`src/common/timer16_pkg.sv`:
```
// Constants, types and mode decoding for the 16-bit timer core.
package timer16_pkg;

   localparam int NCMP = 3;
   localparam int NFLAG = 5;
   localparam int PRESC_W = 10;
   localparam int FILTER_LEN = 4;

   localparam logic [15:0] COUNT_BOTTOM = 16'h0000;
   localparam logic [15:0] COUNT_MAX = 16'hffff;
   localparam logic [15:0] TOP_8BIT = 16'h00ff;
   localparam logic [15:0] TOP_9BIT = 16'h01ff;
   localparam logic [15:0] TOP_10BIT = 16'h03ff;
   localparam logic [15:0] REG_RESET = 16'h0000;
   localparam logic [7:0] BYTE_RESET = 8'h00;

   // Flag and mask bit positions
   localparam int FLG_OVF = 0;
   localparam int FLG_CMP0 = 1;
   localparam int FLG_CAP = 4;

   // Clock select codes
   localparam logic [2:0] CS_NONE = 3'h0;
   localparam logic [2:0] CS_DIV1 = 3'h1;
   localparam logic [2:0] CS_DIV8 = 3'h2;
   localparam logic [2:0] CS_DIV64 = 3'h3;
   localparam logic [2:0] CS_DIV256 = 3'h4;
   localparam logic [2:0] CS_DIV1024 = 3'h5;
   localparam logic [2:0] CS_EXT_FALL = 3'h6;
   localparam logic [2:0] CS_EXT_RISE = 3'h7;

   // Prescaler terminal masks: a tick fires when the masked bits are all ones
   localparam logic [PRESC_W-1:0] PRE_MASK8 = 10'h007;
   localparam logic [PRESC_W-1:0] PRE_MASK64 = 10'h03f;
   localparam logic [PRESC_W-1:0] PRE_MASK256 = 10'h0ff;
   localparam logic [PRESC_W-1:0] PRE_MASK1024 = 10'h3ff;

   typedef enum logic [2:0] {
      REG_COUNT = 3'h0,
      REG_CMP_A = 3'h1,
      REG_CMP_B = 3'h2,
      REG_CMP_C = 3'h3,
      REG_CAPTURE = 3'h4
   } reg_sel_e;

   typedef enum logic [2:0] {
      TOP_SRC_MAX, TOP_SRC_8, TOP_SRC_9, TOP_SRC_10, TOP_SRC_CMPA, TOP_SRC_CAP
   } top_src_e;

   typedef enum logic [1:0] {
      DIR_UP = 2'b01,
      DIR_DOWN = 2'b10
   } dir_e;

   typedef struct packed {
      logic wr;
      logic rd;
      reg_sel_e sel;
      logic high;
      logic [7:0] data;
   } cpu_req_s;

   typedef struct packed {
      logic [3:0] wgm;
      logic [2:0] clk_sel;
      logic cap_edge_rise;
      logic cap_filter_en;
      logic cap_from_comparator;
   } timer_ctrl_s;

   function automatic top_src_e wgm_top(input logic [3:0] wgm);
      unique case (wgm)
         4'h1, 4'h5: wgm_top = TOP_SRC_8;
         4'h2, 4'h6: wgm_top = TOP_SRC_9;
         4'h3, 4'h7: wgm_top = TOP_SRC_10;
         4'h4, 4'h9, 4'hb, 4'hf: wgm_top = TOP_SRC_CMPA;
         4'h8, 4'ha, 4'hc, 4'he: wgm_top = TOP_SRC_CAP;
         default: wgm_top = TOP_SRC_MAX;
      endcase
   endfunction

   function automatic logic wgm_pwm(input logic [3:0] wgm);
      wgm_pwm = !(wgm == 4'h0 || wgm == 4'h4 || wgm == 4'hc || wgm == 4'hd);
   endfunction

   function automatic logic wgm_phase(input logic [3:0] wgm);
      wgm_phase = (wgm inside {4'h1, 4'h2, 4'h3, 4'h8, 4'h9, 4'ha, 4'hb});
   endfunction

endpackage

```
`src/design/timer16_core.sv`:
```
// 16-bit timer core with byte access through a shared high-byte holding register.
`timescale 1ns/1ns
module timer16_core import timer16_pkg::*; #(
   parameter bit HAS_EXT_PIN = 1'b1        // Second instance sets this to zero
) (
   input wire logic clock,                  // System clock, 250 MHz
   input wire logic rst,                    // Asynchronous reset, active high
   input wire logic power_gate,             // Counting and capture stopped while high
   input wire timer_ctrl_s ctrl,            // Mode, clock select, capture setup
   input wire cpu_req_s cpu,                // Byte access request from the CPU
   output logic [7:0] cpu_rdata,            // Read data, valid cycle after rd
   input wire logic [NFLAG-1:0] flag_clear, // Write-one-to-clear pulses
   input wire logic [NFLAG-1:0] flag_mask,  // Per-request interrupt enables
   output logic [NFLAG-1:0] timer_flag_reg, // Sticky event flags
   output logic [NFLAG-1:0] irq_req,        // Masked interrupt requests
   input wire logic external_count_pin,     // External tick source
   input wire logic capture_input_pin,      // Capture trigger pin
   input wire logic comparator_output,      // Alternate capture trigger
   output logic [NCMP-1:0] compare_output_pin, // Waveform outputs
   output logic at_bottom,                  // Counter equals zero
   output logic [15:0] count_value          // Live counter
);

   // ---------------------------------------------------------------
   // Tick generation
   // ---------------------------------------------------------------
   logic [PRESC_W-1:0] presc_q, presc_d;
   logic ext_prev_q, ext_prev_d;
   logic tick;
   logic ext_pin;
   logic armed_q, armed_d;

   assign ext_pin = HAS_EXT_PIN ? external_count_pin : 1'b0;

   always_comb begin
      presc_d = power_gate ? presc_q : presc_q + 10'h001;
      ext_prev_d = ext_pin;
      // Edge detectors ignore the first cycle after reset, so an unfiltered pin idling high gives no false edge
      armed_d = 1'b1;
      tick = 1'b0;
      unique case (ctrl.clk_sel)
         CS_NONE: tick = 1'b0;
         CS_DIV1: tick = 1'b1;
         CS_DIV8: tick = (presc_q & PRE_MASK8) == PRE_MASK8;
         CS_DIV64: tick = (presc_q & PRE_MASK64) == PRE_MASK64;
         CS_DIV256: tick = (presc_q & PRE_MASK256) == PRE_MASK256;
         CS_DIV1024: tick = (presc_q & PRE_MASK1024) == PRE_MASK1024;
         CS_EXT_FALL: tick = armed_q && ext_prev_q && !ext_pin;
         CS_EXT_RISE: tick = armed_q && !ext_prev_q && ext_pin;
      endcase
      if (power_gate) begin
         tick = 1'b0;
      end
   end

   always_ff @(posedge clock or posedge rst) begin
      if (rst) begin
         presc_q <= '0;
         ext_prev_q <= 1'b0;
         armed_q <= 1'b0;
      end else begin
         presc_q <= presc_d;
         ext_prev_q <= ext_prev_d;
         armed_q <= armed_d;
      end
   end

   // ---------------------------------------------------------------
   // Capture input filter and edge detect
   // ---------------------------------------------------------------
   logic [FILTER_LEN-1:0] filt_q, filt_d;
   logic cap_lvl_q, cap_lvl_d;
   logic cap_raw, cap_event;

   always_comb begin
      cap_raw = ctrl.cap_from_comparator ? comparator_output : capture_input_pin;
      filt_d = {filt_q[FILTER_LEN-2:0], cap_raw};
      cap_lvl_d = cap_lvl_q;
      // Filter trades a few cycles of latency for spike rejection
      if (!ctrl.cap_filter_en) begin
         cap_lvl_d = cap_raw;
      end else if (&filt_q) begin
         cap_lvl_d = 1'b1;
      end else if (~|filt_q) begin
         cap_lvl_d = 1'b0;
      end
      cap_event = armed_q && !power_gate && (cap_lvl_d != cap_lvl_q) &&
                  (cap_lvl_d == ctrl.cap_edge_rise);
   end

   always_ff @(posedge clock or posedge rst) begin
      if (rst) begin
         filt_q <= '0;
         cap_lvl_q <= 1'b0;
      end else begin
         filt_q <= filt_d;
         cap_lvl_q <= cap_lvl_d;
      end
   end

   // ---------------------------------------------------------------
   // Counter, compares, capture, holding register, flags
   // ---------------------------------------------------------------
   logic [15:0] count_q, count_d;
   logic [15:0] cmp_buf_q [NCMP], cmp_buf_d [NCMP];
   logic [15:0] cmp_act_q [NCMP], cmp_act_d [NCMP];
   logic [15:0] cap_q, cap_d;
   logic [7:0] hold_q, hold_d;
   logic [7:0] rdata_q, rdata_d;
   logic [NFLAG-1:0] flag_q, flag_d;
   logic [NCMP-1:0] wave_q, wave_d;
   dir_e dir_q, dir_d;
   logic [15:0] top_val;
   logic [NFLAG-1:0] flag_set;
   logic pwm, phase, at_top, lo_wr, lo_rd;
   top_src_e top_src;

   always_comb begin
      top_src = wgm_top(ctrl.wgm);
      pwm = wgm_pwm(ctrl.wgm);
      phase = wgm_phase(ctrl.wgm);
      unique case (top_src)
         TOP_SRC_8: top_val = TOP_8BIT;
         TOP_SRC_9: top_val = TOP_9BIT;
         TOP_SRC_10: top_val = TOP_10BIT;
         TOP_SRC_CMPA: top_val = cmp_act_q[0];
         TOP_SRC_CAP: top_val = cap_q;
         default: top_val = COUNT_MAX;
      endcase
      at_top = (count_q == top_val);
      lo_wr = cpu.wr && !cpu.high;
      lo_rd = cpu.rd && !cpu.high;

      count_d = count_q;
      dir_d = dir_q;
      cap_d = cap_q;
      hold_d = hold_q;
      rdata_d = rdata_q;
      wave_d = wave_q;
      flag_set = '0;
      for (int i = 0; i < NCMP; i++) begin
         cmp_buf_d[i] = cmp_buf_q[i];
         cmp_act_d[i] = cmp_act_q[i];
      end

      // Counting sequence
      if (tick) begin
         if (phase) begin
            if (dir_q == DIR_UP && at_top) begin
               dir_d = DIR_DOWN;
               count_d = count_q - 16'h0001;
            end else if (dir_q == DIR_DOWN && count_q == COUNT_BOTTOM) begin
               dir_d = DIR_UP;
               count_d = count_q + 16'h0001;
               flag_set[FLG_OVF] = 1'b1;
            end else begin
               count_d = (dir_q == DIR_UP) ? count_q + 16'h0001 : count_q - 16'h0001;
            end
         end else begin
            dir_d = DIR_UP;
            count_d = at_top ? COUNT_BOTTOM : count_q + 16'h0001;
            if ((pwm && at_top) || count_q == COUNT_MAX) begin
               flag_set[FLG_OVF] = 1'b1;
            end
         end
         // Buffered compares load at top in PWM modes, immediately otherwise
         if (pwm && at_top) begin
            for (int i = 0; i < NCMP; i++) begin
               cmp_act_d[i] = cmp_buf_q[i];
            end
         end
         for (int i = 0; i < NCMP; i++) begin
            if (count_q == cmp_act_q[i]) begin
               flag_set[FLG_CMP0 + i] = 1'b1;
               if (!pwm) begin
                  wave_d[i] = !wave_q[i];
               end
            end
         end
      end
      if (!pwm) begin
         for (int i = 0; i < NCMP; i++) begin
            cmp_act_d[i] = cmp_buf_q[i];
         end
      end
      if (pwm) begin
         for (int i = 0; i < NCMP; i++) begin
            wave_d[i] = (count_d < cmp_act_d[i]);
         end
         if (top_src == TOP_SRC_CMPA) begin
            wave_d[0] = 1'b0;
         end
      end

      // Capture: copy and flag in the same cycle
      if (cap_event && top_src != TOP_SRC_CAP) begin
         cap_d = count_q;
         flag_set[FLG_CAP] = 1'b1;
      end

      // CPU byte access through the shared holding register
      if (cpu.wr && cpu.high) begin
         hold_d = cpu.data;
      end
      if (lo_wr) begin
         unique case (cpu.sel)
            REG_COUNT: count_d = {hold_q, cpu.data};
            REG_CMP_A: cmp_buf_d[0] = {hold_q, cpu.data};
            REG_CMP_B: cmp_buf_d[1] = {hold_q, cpu.data};
            REG_CMP_C: cmp_buf_d[2] = {hold_q, cpu.data};
            REG_CAPTURE: begin
               if (top_src == TOP_SRC_CAP) begin
                  cap_d = {hold_q, cpu.data};
               end
            end
            default: ;
         endcase
      end
      if (cpu.rd) begin
         unique case (cpu.sel)
            REG_COUNT: rdata_d = cpu.high ? hold_q : count_q[7:0];
            REG_CMP_A: rdata_d = cpu.high ? cmp_buf_q[0][15:8] : cmp_buf_q[0][7:0];
            REG_CMP_B: rdata_d = cpu.high ? cmp_buf_q[1][15:8] : cmp_buf_q[1][7:0];
            REG_CMP_C: rdata_d = cpu.high ? cmp_buf_q[2][15:8] : cmp_buf_q[2][7:0];
            REG_CAPTURE: rdata_d = cpu.high ? hold_q : cap_q[7:0];
            default: rdata_d = BYTE_RESET;
         endcase
      end
      if (lo_rd && cpu.sel == REG_COUNT) begin
         hold_d = count_q[15:8];
      end
      if (lo_rd && cpu.sel == REG_CAPTURE) begin
         hold_d = cap_q[15:8];
      end

      // Set wins over a clear in the same cycle
      flag_d = (flag_q & ~flag_clear) | flag_set;
   end

   always_ff @(posedge clock or posedge rst) begin
      if (rst) begin
         count_q <= REG_RESET;
         cap_q <= REG_RESET;
         hold_q <= BYTE_RESET;
         rdata_q <= BYTE_RESET;
         flag_q <= '0;
         wave_q <= '0;
         dir_q <= DIR_UP;
         for (int i = 0; i < NCMP; i++) begin
            cmp_buf_q[i] <= REG_RESET;
            cmp_act_q[i] <= REG_RESET;
         end
      end else begin
         count_q <= count_d;
         cap_q <= cap_d;
         hold_q <= hold_d;
         rdata_q <= rdata_d;
         flag_q <= flag_d;
         wave_q <= wave_d;
         dir_q <= dir_d;
         for (int i = 0; i < NCMP; i++) begin
            cmp_buf_q[i] <= cmp_buf_d[i];
            cmp_act_q[i] <= cmp_act_d[i];
         end
      end
   end

   assign cpu_rdata = rdata_q;
   assign timer_flag_reg = flag_q;
   assign irq_req = flag_q & flag_mask;
   assign compare_output_pin = wave_q;
   assign at_bottom = (count_q == COUNT_BOTTOM);
   assign count_value = count_q;

endmodule

```
`config.mk`:
```
export PLATFORM = sky130hd
export DESIGN_NAME = timer16_core
export DESIGN_NICKNAME = d
export VERILOG_FILES = /design/src/common/timer16_pkg.sv /design/src/design/timer16_core.sv
export SDC_FILE = /design/constraint.sdc
export NUM_CORES = 1
export LEC_CHECK = 0
export BUFFER_PORTS_ARGS = -buffer_cell sky130_fd_sc_hd__buf_2
export CAP_MARGIN = 20
export CORE_MARGIN = 1
export CORE_UTILIZATION = 40
export CTS_BUF_LIST = sky130_fd_sc_hd__clkbuf_4 sky130_fd_sc_hd__clkbuf_8 sky130_fd_sc_hd__clkbuf_16
export CTS_CLUSTER_DIAMETER = 80
export CTS_CLUSTER_SIZE = 8
export DETAILED_ROUTE_END_ITERATION = 8
export REMOVE_ABC_BUFFERS = 1
export SLEW_MARGIN = 20
export SYNTH_ARGS = -nofsm -noshare
export SYNTH_HDL_FRONTEND = slang
export SYNTH_SLANG_ARGS = --single-unit
```
`constraint.sdc`:
```
create_clock -name clock -period 8.41 [get_ports clock]
set_clock_uncertainty 0.15 [all_clocks]
set_input_delay 1.682 -clock clock [delete_from_list [all_inputs] [get_ports clock]]
set_output_delay 1.682 -clock clock [all_outputs]
set_load 0.01 [all_outputs]
```
==> results of run 1 <==
stage by stage:
stage	utilization [%]	total power (µW)
detailed placement	43.7	2760
finish	46.2	3620
floorplan	-	2180
global route	46.2	3830
CTS	46.2	3600
global placement	43.7	2740
power groups by stage:
stage               clock network (µW)  logic [µW]  registers (µW)
global route                       881        1490            1460
finish                             835        1350            1440
CTS                                848        1330            1420
detailed placement                   0        1320            1440
global placement                     0        1310            1440
floorplan                            0         871            1310
layout make-up:
type                            count  area, µm²  area share (%)
Multi-Input combinational cell    821       5970            49.0
Tap cell                          335        419            3.44
Clock inverter                     15        211            1.74
Timing Repair Buffer               97        536            4.40
Sequential cell                   171       4280            35.2
Antenna cell                        1       2.50          0.0206
Inverter                           86        328            2.69
Clock buffer                       17        425            3.49
Yosys cell counts (15+ instances only):
master	count	area, µm²
a21oi_1	54	270
and3_1	20	125
clkbuf_1	51	191
dfrtp_1	170	4250
ha_1	49	613
inv_1	85	319
mux2_2	61	687
mux2i_1	74	741
nand2_1	65	244
nand3_1	24	120
nand4_1	15	93.8
nor2_1	59	221
nor2b_1	17	106
nor3_1	21	105
nor4_1	15	93.8
o21ai_0	74	370
o22ai_1	23	144
xnor2_1	17	149
xor2_1	42	368
critical path, cell delays in order:
cell       delay, ps
buf_2            460
clkinv_1         430
o21ai_0          400
mux2i_1          140
a211oi_1         550
nand4_1          590
nand2_1          480
nor4_1            90
a311o_1          450
ha_1             320
nor2b_1          130
o21ai_0          140
nand2b_1          70
a21oi_1          130
o21ai_0          100
a2111oi_0        420
inv_1            120
o22ai_1          140
path summary, 6_finish.rpt:
path	from	depth (start not counted)	to	slack, ps
worst min-delay path	filt_q[1]$_DFF_PP0_	0	filt_q[2]$_DFF_PP0_	230
min in group asynchronous	rst	2	cmp_buf_q[5]$_DFFE_PP0P_	1260
worst max register to register	count_value[0]$_DFF_PP0_	20	compare_output_pin[0]$_DFFE_PP0P_	2170
worst max-delay path	ctrl[9]	18	compare_output_pin[0]$_DFFE_PP0P_	1770
max in group asynchronous	rst	3	hold_q[6]$_DFFE_PP0P_	5380
worst min register to register	filt_q[1]$_DFF_PP0_	0	filt_q[2]$_DFF_PP0_	230
cells by family after synthesis:
| family | Yosys count | synth area share, % |
|---|---|---|
| flops | 171 | 39.4 |
| xor+xnor | 59 | 4.76 |
| mux | 135 | 13.1 |
| fa+ha+maj | 49 | 5.64 |
| buf+inv | 158 | 5.95 |
| compound gates | 280 | 16.7 |
| simple gates | 297 | 14.4 |
| other cells | 1 | 0.0345 |
routing by layer:
metal | wire length [µm] | part of all wire [%]
met5 | 0 | 0
met4 | 1270 | 3.4
met3 | 2790 | 7.5
met2 | 16800 | 45
met1 | 16500 | 44
==> impl_metrics.tcl, run 1 <==
set metrics [dict create \
    netSwitchingFraction_pct 43.4 \
    grt_max_degree 99 \
    setup_viol 0 \
    grt_pass1_wl_um 56500 \
    dp_slack_ps 1480 \
    clockRootBuffer "clkbuf_16" \
    avgSynthCellArea_um2 9.45 \
    drive_gt1_share_pct 17.6 \
    timing.fmax_ghz 0.151 \
    ios 78 \
    grt_pass1_vias 8860 \
    cp_max_fo 36 \
    fin_nets 1283 \
    final_common_cell "dfrtp_1" \
    fin_area_mm2 0.0122 \
    use_met2_pct 41.9 \
    die_h_um 167 \
    fill_cells 2497 \
    cts_setup_buffers 0 \
    cts_hold_buf 0 \
    clockPowerShare_pct 23.1 \
    worstSkewPairLatency_ps 450 \
    worstPathRequired_ps 8620 \
    initial_core_util_pct 41.2 \
    hp-class "reg -> reg" \
    worstSetupEndpointType "register" \
    cp-start-kind "primary input" \
    clk_pin_slew_ps 70 \
    globalplace.congestion 0.951 \
    period_share_pct 79.0 \
    cts_resized 0 \
    dp.cells 1510 \
    busiest_layer "met2" \
    die_area_mm2 0.0278 \
    grtUsageTotal_pct 27.4 \
    drtIter0Drc 840 \
    port-buffer-count 77 \
    outcome "finished, final reports clean" \
    switching_power_uw 1570 \
    async_flop_share_pct 100 \
    num_vias 9299 \
    dpl-instance-area_mm2 0.0115 \
    hold_violations 0 \
    worstMarginPinSlew_ps 1020 \
    cap_violations 0 \
    htreeDepth 4 \
    power_density_mw_per_mm2 297 \
    worstSetupPathType "in -> reg" \
    cts_sinks 171 \
    rsz0062_at_grt "false" \
    syn_inst 1150 \
    finalCriticalPeriod_ps 6640 \
    final_cell_mix "170 x dfrtp_1, 84 x inv_1, 77 x buf_2" \
    p_comb_share_pct 37.2 \
    yosys_warnings 0 \
    ir_drop_v 0.000145 \
    fp.dieW_um 167 \
    p_leak_uw 0.00572 \
    overflow 0 \
    cts_tree "done" \
    dp_hpwl_um 27300 \
    yosysSeqAreaShare_pct 39.4 \
    seqPwrFrac_pct 39.7 \
    wl_per_cell_um 24.2 \
    synth_edf_count 0 \
    top_regs "cmp_act_q x48, cmp_buf_q x48" \
    met1_usage_pct 38.1 \
    internal_power_uw 2050 \
    synth.distinct_cells 73 \
    route.detailed.drc 0 \
    drtPass1Iterations 5 \
    synth_ff_type "dfrtp_1" \
    setup-tns-final_ps 0 \
    cts_made_buffers 17 \
    core_area_mm2 0.0264 \
    final_cells 1543 \
    antenna_found_initial 0 \
    synth_area_mm2 0.0109 \
    syn_to_final_growth_pct 12.0 \
    synth_seq_cells 171 \
    routed_wirelength_um 37400 \
    cts_buffer_depth 2 \
    rows 59 \
    worst_slew_margin_rel_pct 31.6 \
    worst_slack_ps 1770 \
    slew_viol_final 0 \
    grt_use_met3_pct 6.01 \
    vias_per_cell 6.03 \
    worstPathArrival_ps 6850 \
    ant_nets 0 \
    hold_ws_ps 225 \
]
Note: power is estimated with default switching activity, not from simulation.
==> run 2: changes to the inputs <==
==> constraint.sdc (replaced) <==
create_clock -name clock -period 6.48 [get_ports clock]
set_clock_uncertainty 0.15 [all_clocks]
set_input_delay 1.296 -clock clock [delete_from_list [all_inputs] [get_ports clock]]
set_output_delay 1.296 -clock clock [all_outputs]
set_load 0.01 [all_outputs]
==> run 2 against run 1 <==
Against the previous run:
- core utilization rose by 0.38 points
- first-iteration DRC count decreased by 3.0%
- largest cell class unchanged
- final area is 0.83% higher
==> impl_metrics.tcl, run 2 (synthesis gave the netlist of run 1 again) <==
set metrics [dict create \
    worstSetupEndpointType "register" \
    final_cell_mix "170 x dfrtp_1, 84 x inv_1, 77 x buf_2" \
    cts_tree "done" \
    dp_slack_ps 314 \
    worstPathRequired_ps 6690 \
    slew_viol_final 0 \
    cp_max_fo 25 \
    route.detailed.drc 0 \
    dp.cells 1528 \
    worstPathArrival_ps 6000 \
    cts_hold_buf 0 \
    finalCriticalPeriod_ps 5800 \
    cp-start-kind "primary input" \
    p_leak_uw 0.00579 \
    initial_core_util_pct 41.2 \
    drtIter0Drc 815 \
    antenna_found_initial 0 \
    cts_setup_buffers 0 \
    setup_viol 0 \
    rsz0062_at_grt "false" \
    drive_gt1_share_pct 18.8 \
    grtUsageTotal_pct 28.1 \
    slowest_delay_ps 530 \
    port-buffer-count 77 \
    fin_area_mm2 0.0123 \
    cap_violations 0 \
    htreeDepth 4 \
    setup-tns-final_ps 0 \
    outcome "finished, final reports clean" \
    die_area_mm2 0.0278 \
    cts_buffer_depth 2 \
    worst_slack_ps 682 \
    worstSkewPairLatency_ps 450 \
    hp-class "reg -> reg" \
    cpMostUsedCell "o21ai_0" \
    cts_resized 0 \
    clk_pin_slew_ps 70 \
    hold_violations 0 \
    final_common_cell "dfrtp_1" \
    fp.dieW_um 167 \
    ir_drop_v 0.000171 \
    fin_nets 1301 \
    wl_per_cell_um 24.7 \
    power_density_mw_per_mm2 387 \
    grt_max_degree 78 \
    clockRootBuffer "clkbuf_16" \
    globalplace.congestion 0.993 \
    seq_area_mm2 0.00428 \
    worstSetupPathType "in -> reg" \
    worstPathCellList "buf_2 > buf_4 > nor3_1 > o21ai_0 > o21ai_0 > xor2_1 > a211oi_1 > a31oi_2 > buf_4 > nor3_1 > o31a_1 > o21ai_0 > buf_4 > ha_1 > a21oi_1 > nor2b_1 > o21ai_0 > nand2b_1 > a21oi_1 > o21ai_0 > a2111oi_0 > inv_1 > o22ai_1" \
    overflow 0 \
    die_h_um 167 \
    cts_sinks 171 \
    worst_slew_margin_rel_pct 28.9 \
    num_vias 9538 \
    slowest_stage "a211oi_1" \
    multi_input_area_mm2 0.00596 \
    cts_made_buffers 17 \
    worstMarginPinSlew_ps 1060 \
    drtPass1Iterations 5 \
    top_regs "cmp_act_q x48, cmp_buf_q x48" \
    vias_per_cell 6.11 \
    ant_nets 0 \
    syn_to_final_growth_pct 13.0 \
    rows 59 \
    core_area_mm2 0.0264 \
    period_share_pct 89.5 \
    dpl-instance-area_mm2 0.0117 \
    dp_hpwl_um 28800 \
    grt_pass1_vias 9135 \
    routed_wirelength_um 38500 \
    final_cells 1561 \
    timing.fmax_ghz 0.172 \
    grt_pass1_wl_um 58200 \
    fill_cells 2502 \
    ios 78 \
]
run 2: changes by cell type in the layout (fill, tap and decap cells not counted):
cell,before,now
clkinv_4,2,3
nor3b_4,1,0
clkinvlp_4,0,2
clkbuf_4,0,1
inv_12,2,0
bufinv_16,0,1
nor3b_2,0,1
clkinv_8,8,3
inv_6,2,1
inv_8,2,5
buf_4,20,38
run 2: final timing paths:
path                                           from                                 to  slack, ps  cells after the start
max                                         ctrl[9]  compare_output_pin[0]$_DFFE_PP0P_        680                     23
min                             filt_q[1]$_DFF_PP0_                filt_q[2]$_DFF_PP0_        240                      0
max reg2reg                count_value[1]$_DFF_PP0_  compare_output_pin[0]$_DFFE_PP0P_        990                     19
min reg2reg                     filt_q[1]$_DFF_PP0_                filt_q[2]$_DFF_PP0_        240                      0
max in group asynchronous                       rst                 cap_q[9]$_DFF_PP0_       4160                      3
min in group asynchronous                       rst           cmp_buf_q[6]$_DFFE_PP0P_        820                      2
run 2: stage by stage:
stage	util [%]	total power [µW]	hold slack (ps)
floorplan	-	2830	198
global placement	44.3	3620	212
detailed placement	44.3	3640	223
CTS	46.6	4720	241
global route	46.6	5000	248
finish	46.6	4750	242
run 2: layout make-up:
class	instances	area share, %
antenna	1	0.0204
tap	335	3.41
multi-input combinational	821	48.6
clock inverter	14	1.44
timing repair buffer	115	5.46
sequential	171	34.9
clock buffer	18	3.53
inverter	86	2.67
run 2: per-layer routing:
layer / share of wire, % / vias up / global-route usage [%]
li1: - / 4284 / -
met1: 45 / 4736 / 39.6
met2: 44 / 431 / 43.6
met3: 6.4 / 87 / 3.47
met4: 4.3 / 0 / 11.6
met5: 0 / - / 0
run 2: worst max-delay path: cells and delay by family:
family | cells | cell delay (ps)
XOR/XNOR | 1 | 90
buffers and inverters | 5 | 900
AND/OR/NAND/NOR | 4 | 880
AO/OA/AOI/OAI | 12 | 2530
adder cells (fa/ha/maj) | 1 | 290
run 2: power by group:
| part | leakage (µW) | total (µW) | switching [µW] | internal, µW |
|---|---|---|---|---|
| Sequential | 0.00211 | 1870 | 483 | 1380 |
| Combinational | 0.00339 | 1810 | 1030 | 775 |
| Clock | 0.000292 | 1070 | 514 | 558 |
==> run 3: changes to the inputs <==
--- a/config.mk
+++ b/config.mk
@@ -5,10 +5,11 @@
 export SDC_FILE = /design/constraint.sdc
 export NUM_CORES = 1
 export LEC_CHECK = 0
+export ABC_AREA = 1
 export BUFFER_PORTS_ARGS = -buffer_cell sky130_fd_sc_hd__buf_2
 export CAP_MARGIN = 20
 export CORE_MARGIN = 1
-export CORE_UTILIZATION = 40
+export CORE_UTILIZATION = 27
 export CTS_BUF_LIST = sky130_fd_sc_hd__clkbuf_4 sky130_fd_sc_hd__clkbuf_8 sky130_fd_sc_hd__clkbuf_16
 export CTS_CLUSTER_DIAMETER = 80
 export CTS_CLUSTER_SIZE = 8
==> run 3 against run 2 <==
Against the previous run:
- synthesized cell count is 28% higher
- setup slack better by 620 ps
- clock power barely moved
- register-to-register slack improved by 600 ps
- area after synthesis up 1.5%
- count of clock-buffer cells in the layout is 2 higher
- critical endpoint unchanged
- critical path depth shrank 3
- final cell count grew 32%
==> impl_metrics.tcl, run 3 <==
set metrics [dict create \
    htreeDepth 4 \
    drive_gt1_share_pct 11.9 \
    grtUsageTotal_pct 18.5 \
    grt_pass1_vias 9877 \
    synth_ff_type "dfrtp_1" \
    setup-tns-final_ps 0 \
    yosysTopAreaCellShare_pct 38.6 \
    initial_core_util_pct 27.6 \
    antenna_found_initial 0 \
    cts_resized 0 \
    grt_pass1_wl_um 58300 \
    slowest_stage "nand2_2" \
    routed_wirelength_um 37600 \
    final_cell_mix "374 x nand2_1, 206 x inv_1, 179 x o21ai_0" \
    slew_viol_final 0 \
    antenna_cells 0 \
    num_vias 10100 \
    port-buffer-count 77 \
    slowest_delay_ps 770 \
    cpMostUsedCell "nand2_1" \
    drtIter0Drc 890 \
    cts_buffer_depth 2 \
    worstPathArrival_ps 5400 \
    drtPass1Iterations 5 \
    worstPathRequired_ps 6710 \
    top_regs "cmp_act_q x48, cmp_buf_q x48" \
    worstMarginPinSlew_ps 1070 \
    final_common_cell "nand2_1" \
    clockRootBuffer "clkbuf_16" \
    overflow 0 \
    finalCriticalPeriod_ps 5180 \
    cap_violations 0 \
    synthTopCellsByCount "374 x nand2_1, 207 x inv_1, 179 x o21ai_0" \
    hold_violations 0 \
    synth_edf_count 0 \
    grt_max_degree 115 \
    die_h_um 204 \
    avgSynthCellArea_um2 7.50 \
    crit_start "ctrl[6]" \
    worstSkewPairLatency_ps 450 \
    worstSetupEndpointType "register" \
    die_area_mm2 0.0416 \
    ys_top_cells_by_area "dfrtp_1 39%, nand2_1 13%, o21ai_0 8.1%, inv_1 7.0%, ha_1 5.6%" \
    path_delay_family "simple AND/OR/NAND/NOR gates" \
    cp_max_fo 58 \
    fp.dieW_um 204 \
    async_flop_share_pct 100 \
    power_density_mw_per_mm2 340 \
    worst_slew_margin_rel_pct 28.7 \
    wl_per_cell_um 18.2 \
    clk_pin_slew_ps 60 \
    ant_nets 0 \
    cts_made_buffers 17 \
    rows 73 \
    crit-reg2reg-launch "count_value[0]$_DFF_PP0_" \
    path_buf_inv 1 \
    cts_sinks 171 \
    globalplace.congestion 0.942 \
    syn_to_final_growth_pct 13.6 \
    power_uw 4260 \
    p_leak_uw 0.00615 \
    synth.distinct_cells 56 \
    cp-start-kind "primary input" \
    vias_per_cell 4.89 \
    rsz0062_at_grt "false" \
    hp-class "reg -> reg" \
    outcome "finished, final reports clean" \
    synth_seq_cells 171 \
    worstSetupPathType "in -> reg" \
    setup_viol 0 \
    yosysMostFrequentCell "nand2_1" \
    syn_inst 1470 \
    yosys_warnings 0 \
    timing.fmax_ghz 0.193 \
    dp_hpwl_um 28600 \
    ir_drop_v 0.000211 \
    yosysTopAreaCell "dfrtp_1" \
    cts_setup_buffers 0 \
    cts_tree "done" \
    synth_area_mm2 0.0110 \
    period_share_pct 79.9 \
    route.detailed.drc 0 \
    hp-start "filt_q[1]$_DFF_PP0_" \
    cts_hold_buf 0 \
    fin_nets 1610 \
    worstPathCellList "buf_2 > nor2_2 > nand2_2 > nand2_4 > nand3_4 > nand4_1 > nand2_1 > nor2_1 > nand2_1 > nor2_4 > nand3_4 > nand2_2 > o21ai_0 > ha_1 > a21oi_1 > o21ai_0 > a21o_1 > a221oi_1 > nand2_1 > a21oi_2" \
    yosysSeqAreaShare_pct 38.8 \
    ios 78 \
    core_area_mm2 0.0400 \
]
run 3: logic make-up (layout without fill, tap and decap cells):
kind of cell	count (synthesis)	count (layout)	synth area share, %
adders and majority gates	49	49	5.56
DFF	171	171	38.8
muxes	1	1	0.102
and+or+nand+nor	595	595	24.0
xor gates and xnor gates	76	76	6.04
AOI/OAI and AO/OA	297	297	15.2
buffers and inverters	280	344	10.2
other	1	1	0.0340
run 3: power by group:
part	switching [µW]	internal (µW)	total, µW
Combinational	966	570	1540
Sequential	357	1320	1680
Clock	473	572	1050
Total	1800	2460	4260
run 3: final timing paths:
kind / endpoint / slack, ps / cells past startpoint
max: compare_output_pin[0]$_DFFE_PP0P_ / 1300 / 20
min: filt_q[2]$_DFF_PP0_ / 260 / 0
max reg2reg: compare_output_pin[0]$_DFFE_PP0P_ / 1590 / 21
min reg2reg: filt_q[2]$_DFF_PP0_ / 260 / 0
max in group asynchronous: cmp_act_q[1]$_DFF_PP0_ / 4340 / 3
min in group asynchronous: timer_flag_reg[2]$_DFF_PP0_ / 770 / 2
run 3: through the flow:
stage | hold WS (ps) | std cells | instance area (µm²) | util [%] | setup slack, ps
after floorplan | 224 | 1406 | 10700 | - | 404
after global placement | 243 | 2027 | 11900 | 29.8 | 931
after detailed placement | 248 | 2027 | 11900 | 29.8 | 899
after CTS | 261 | 2059 | 12500 | 31.3 | 1360
after global routing | 266 | 2059 | 12500 | 31.3 | 981
final | 257 | 2059 | 12500 | 31.3 | 1300
run 3: area by class of cell:
| class | instances | area, µm² |
|---|---|---|
| inverters | 216 | 822 |
| clock buffers | 20 | 467 |
| fillers | 4330 | 27500 |
| multi-input cells | 1019 | 5630 |
| well taps | 525 | 657 |
| repair buffers | 96 | 541 |
| clock inverters | 12 | 124 |
| flip-flops and latches | 171 | 4280 |
run 3: per-layer routing:
metal  global-route usage [%]  wire length, µm
met5                        0                0
met2                     29.9            17500
met4                     7.73             1310
met1                     24.7            16400
met3                     2.66             2400
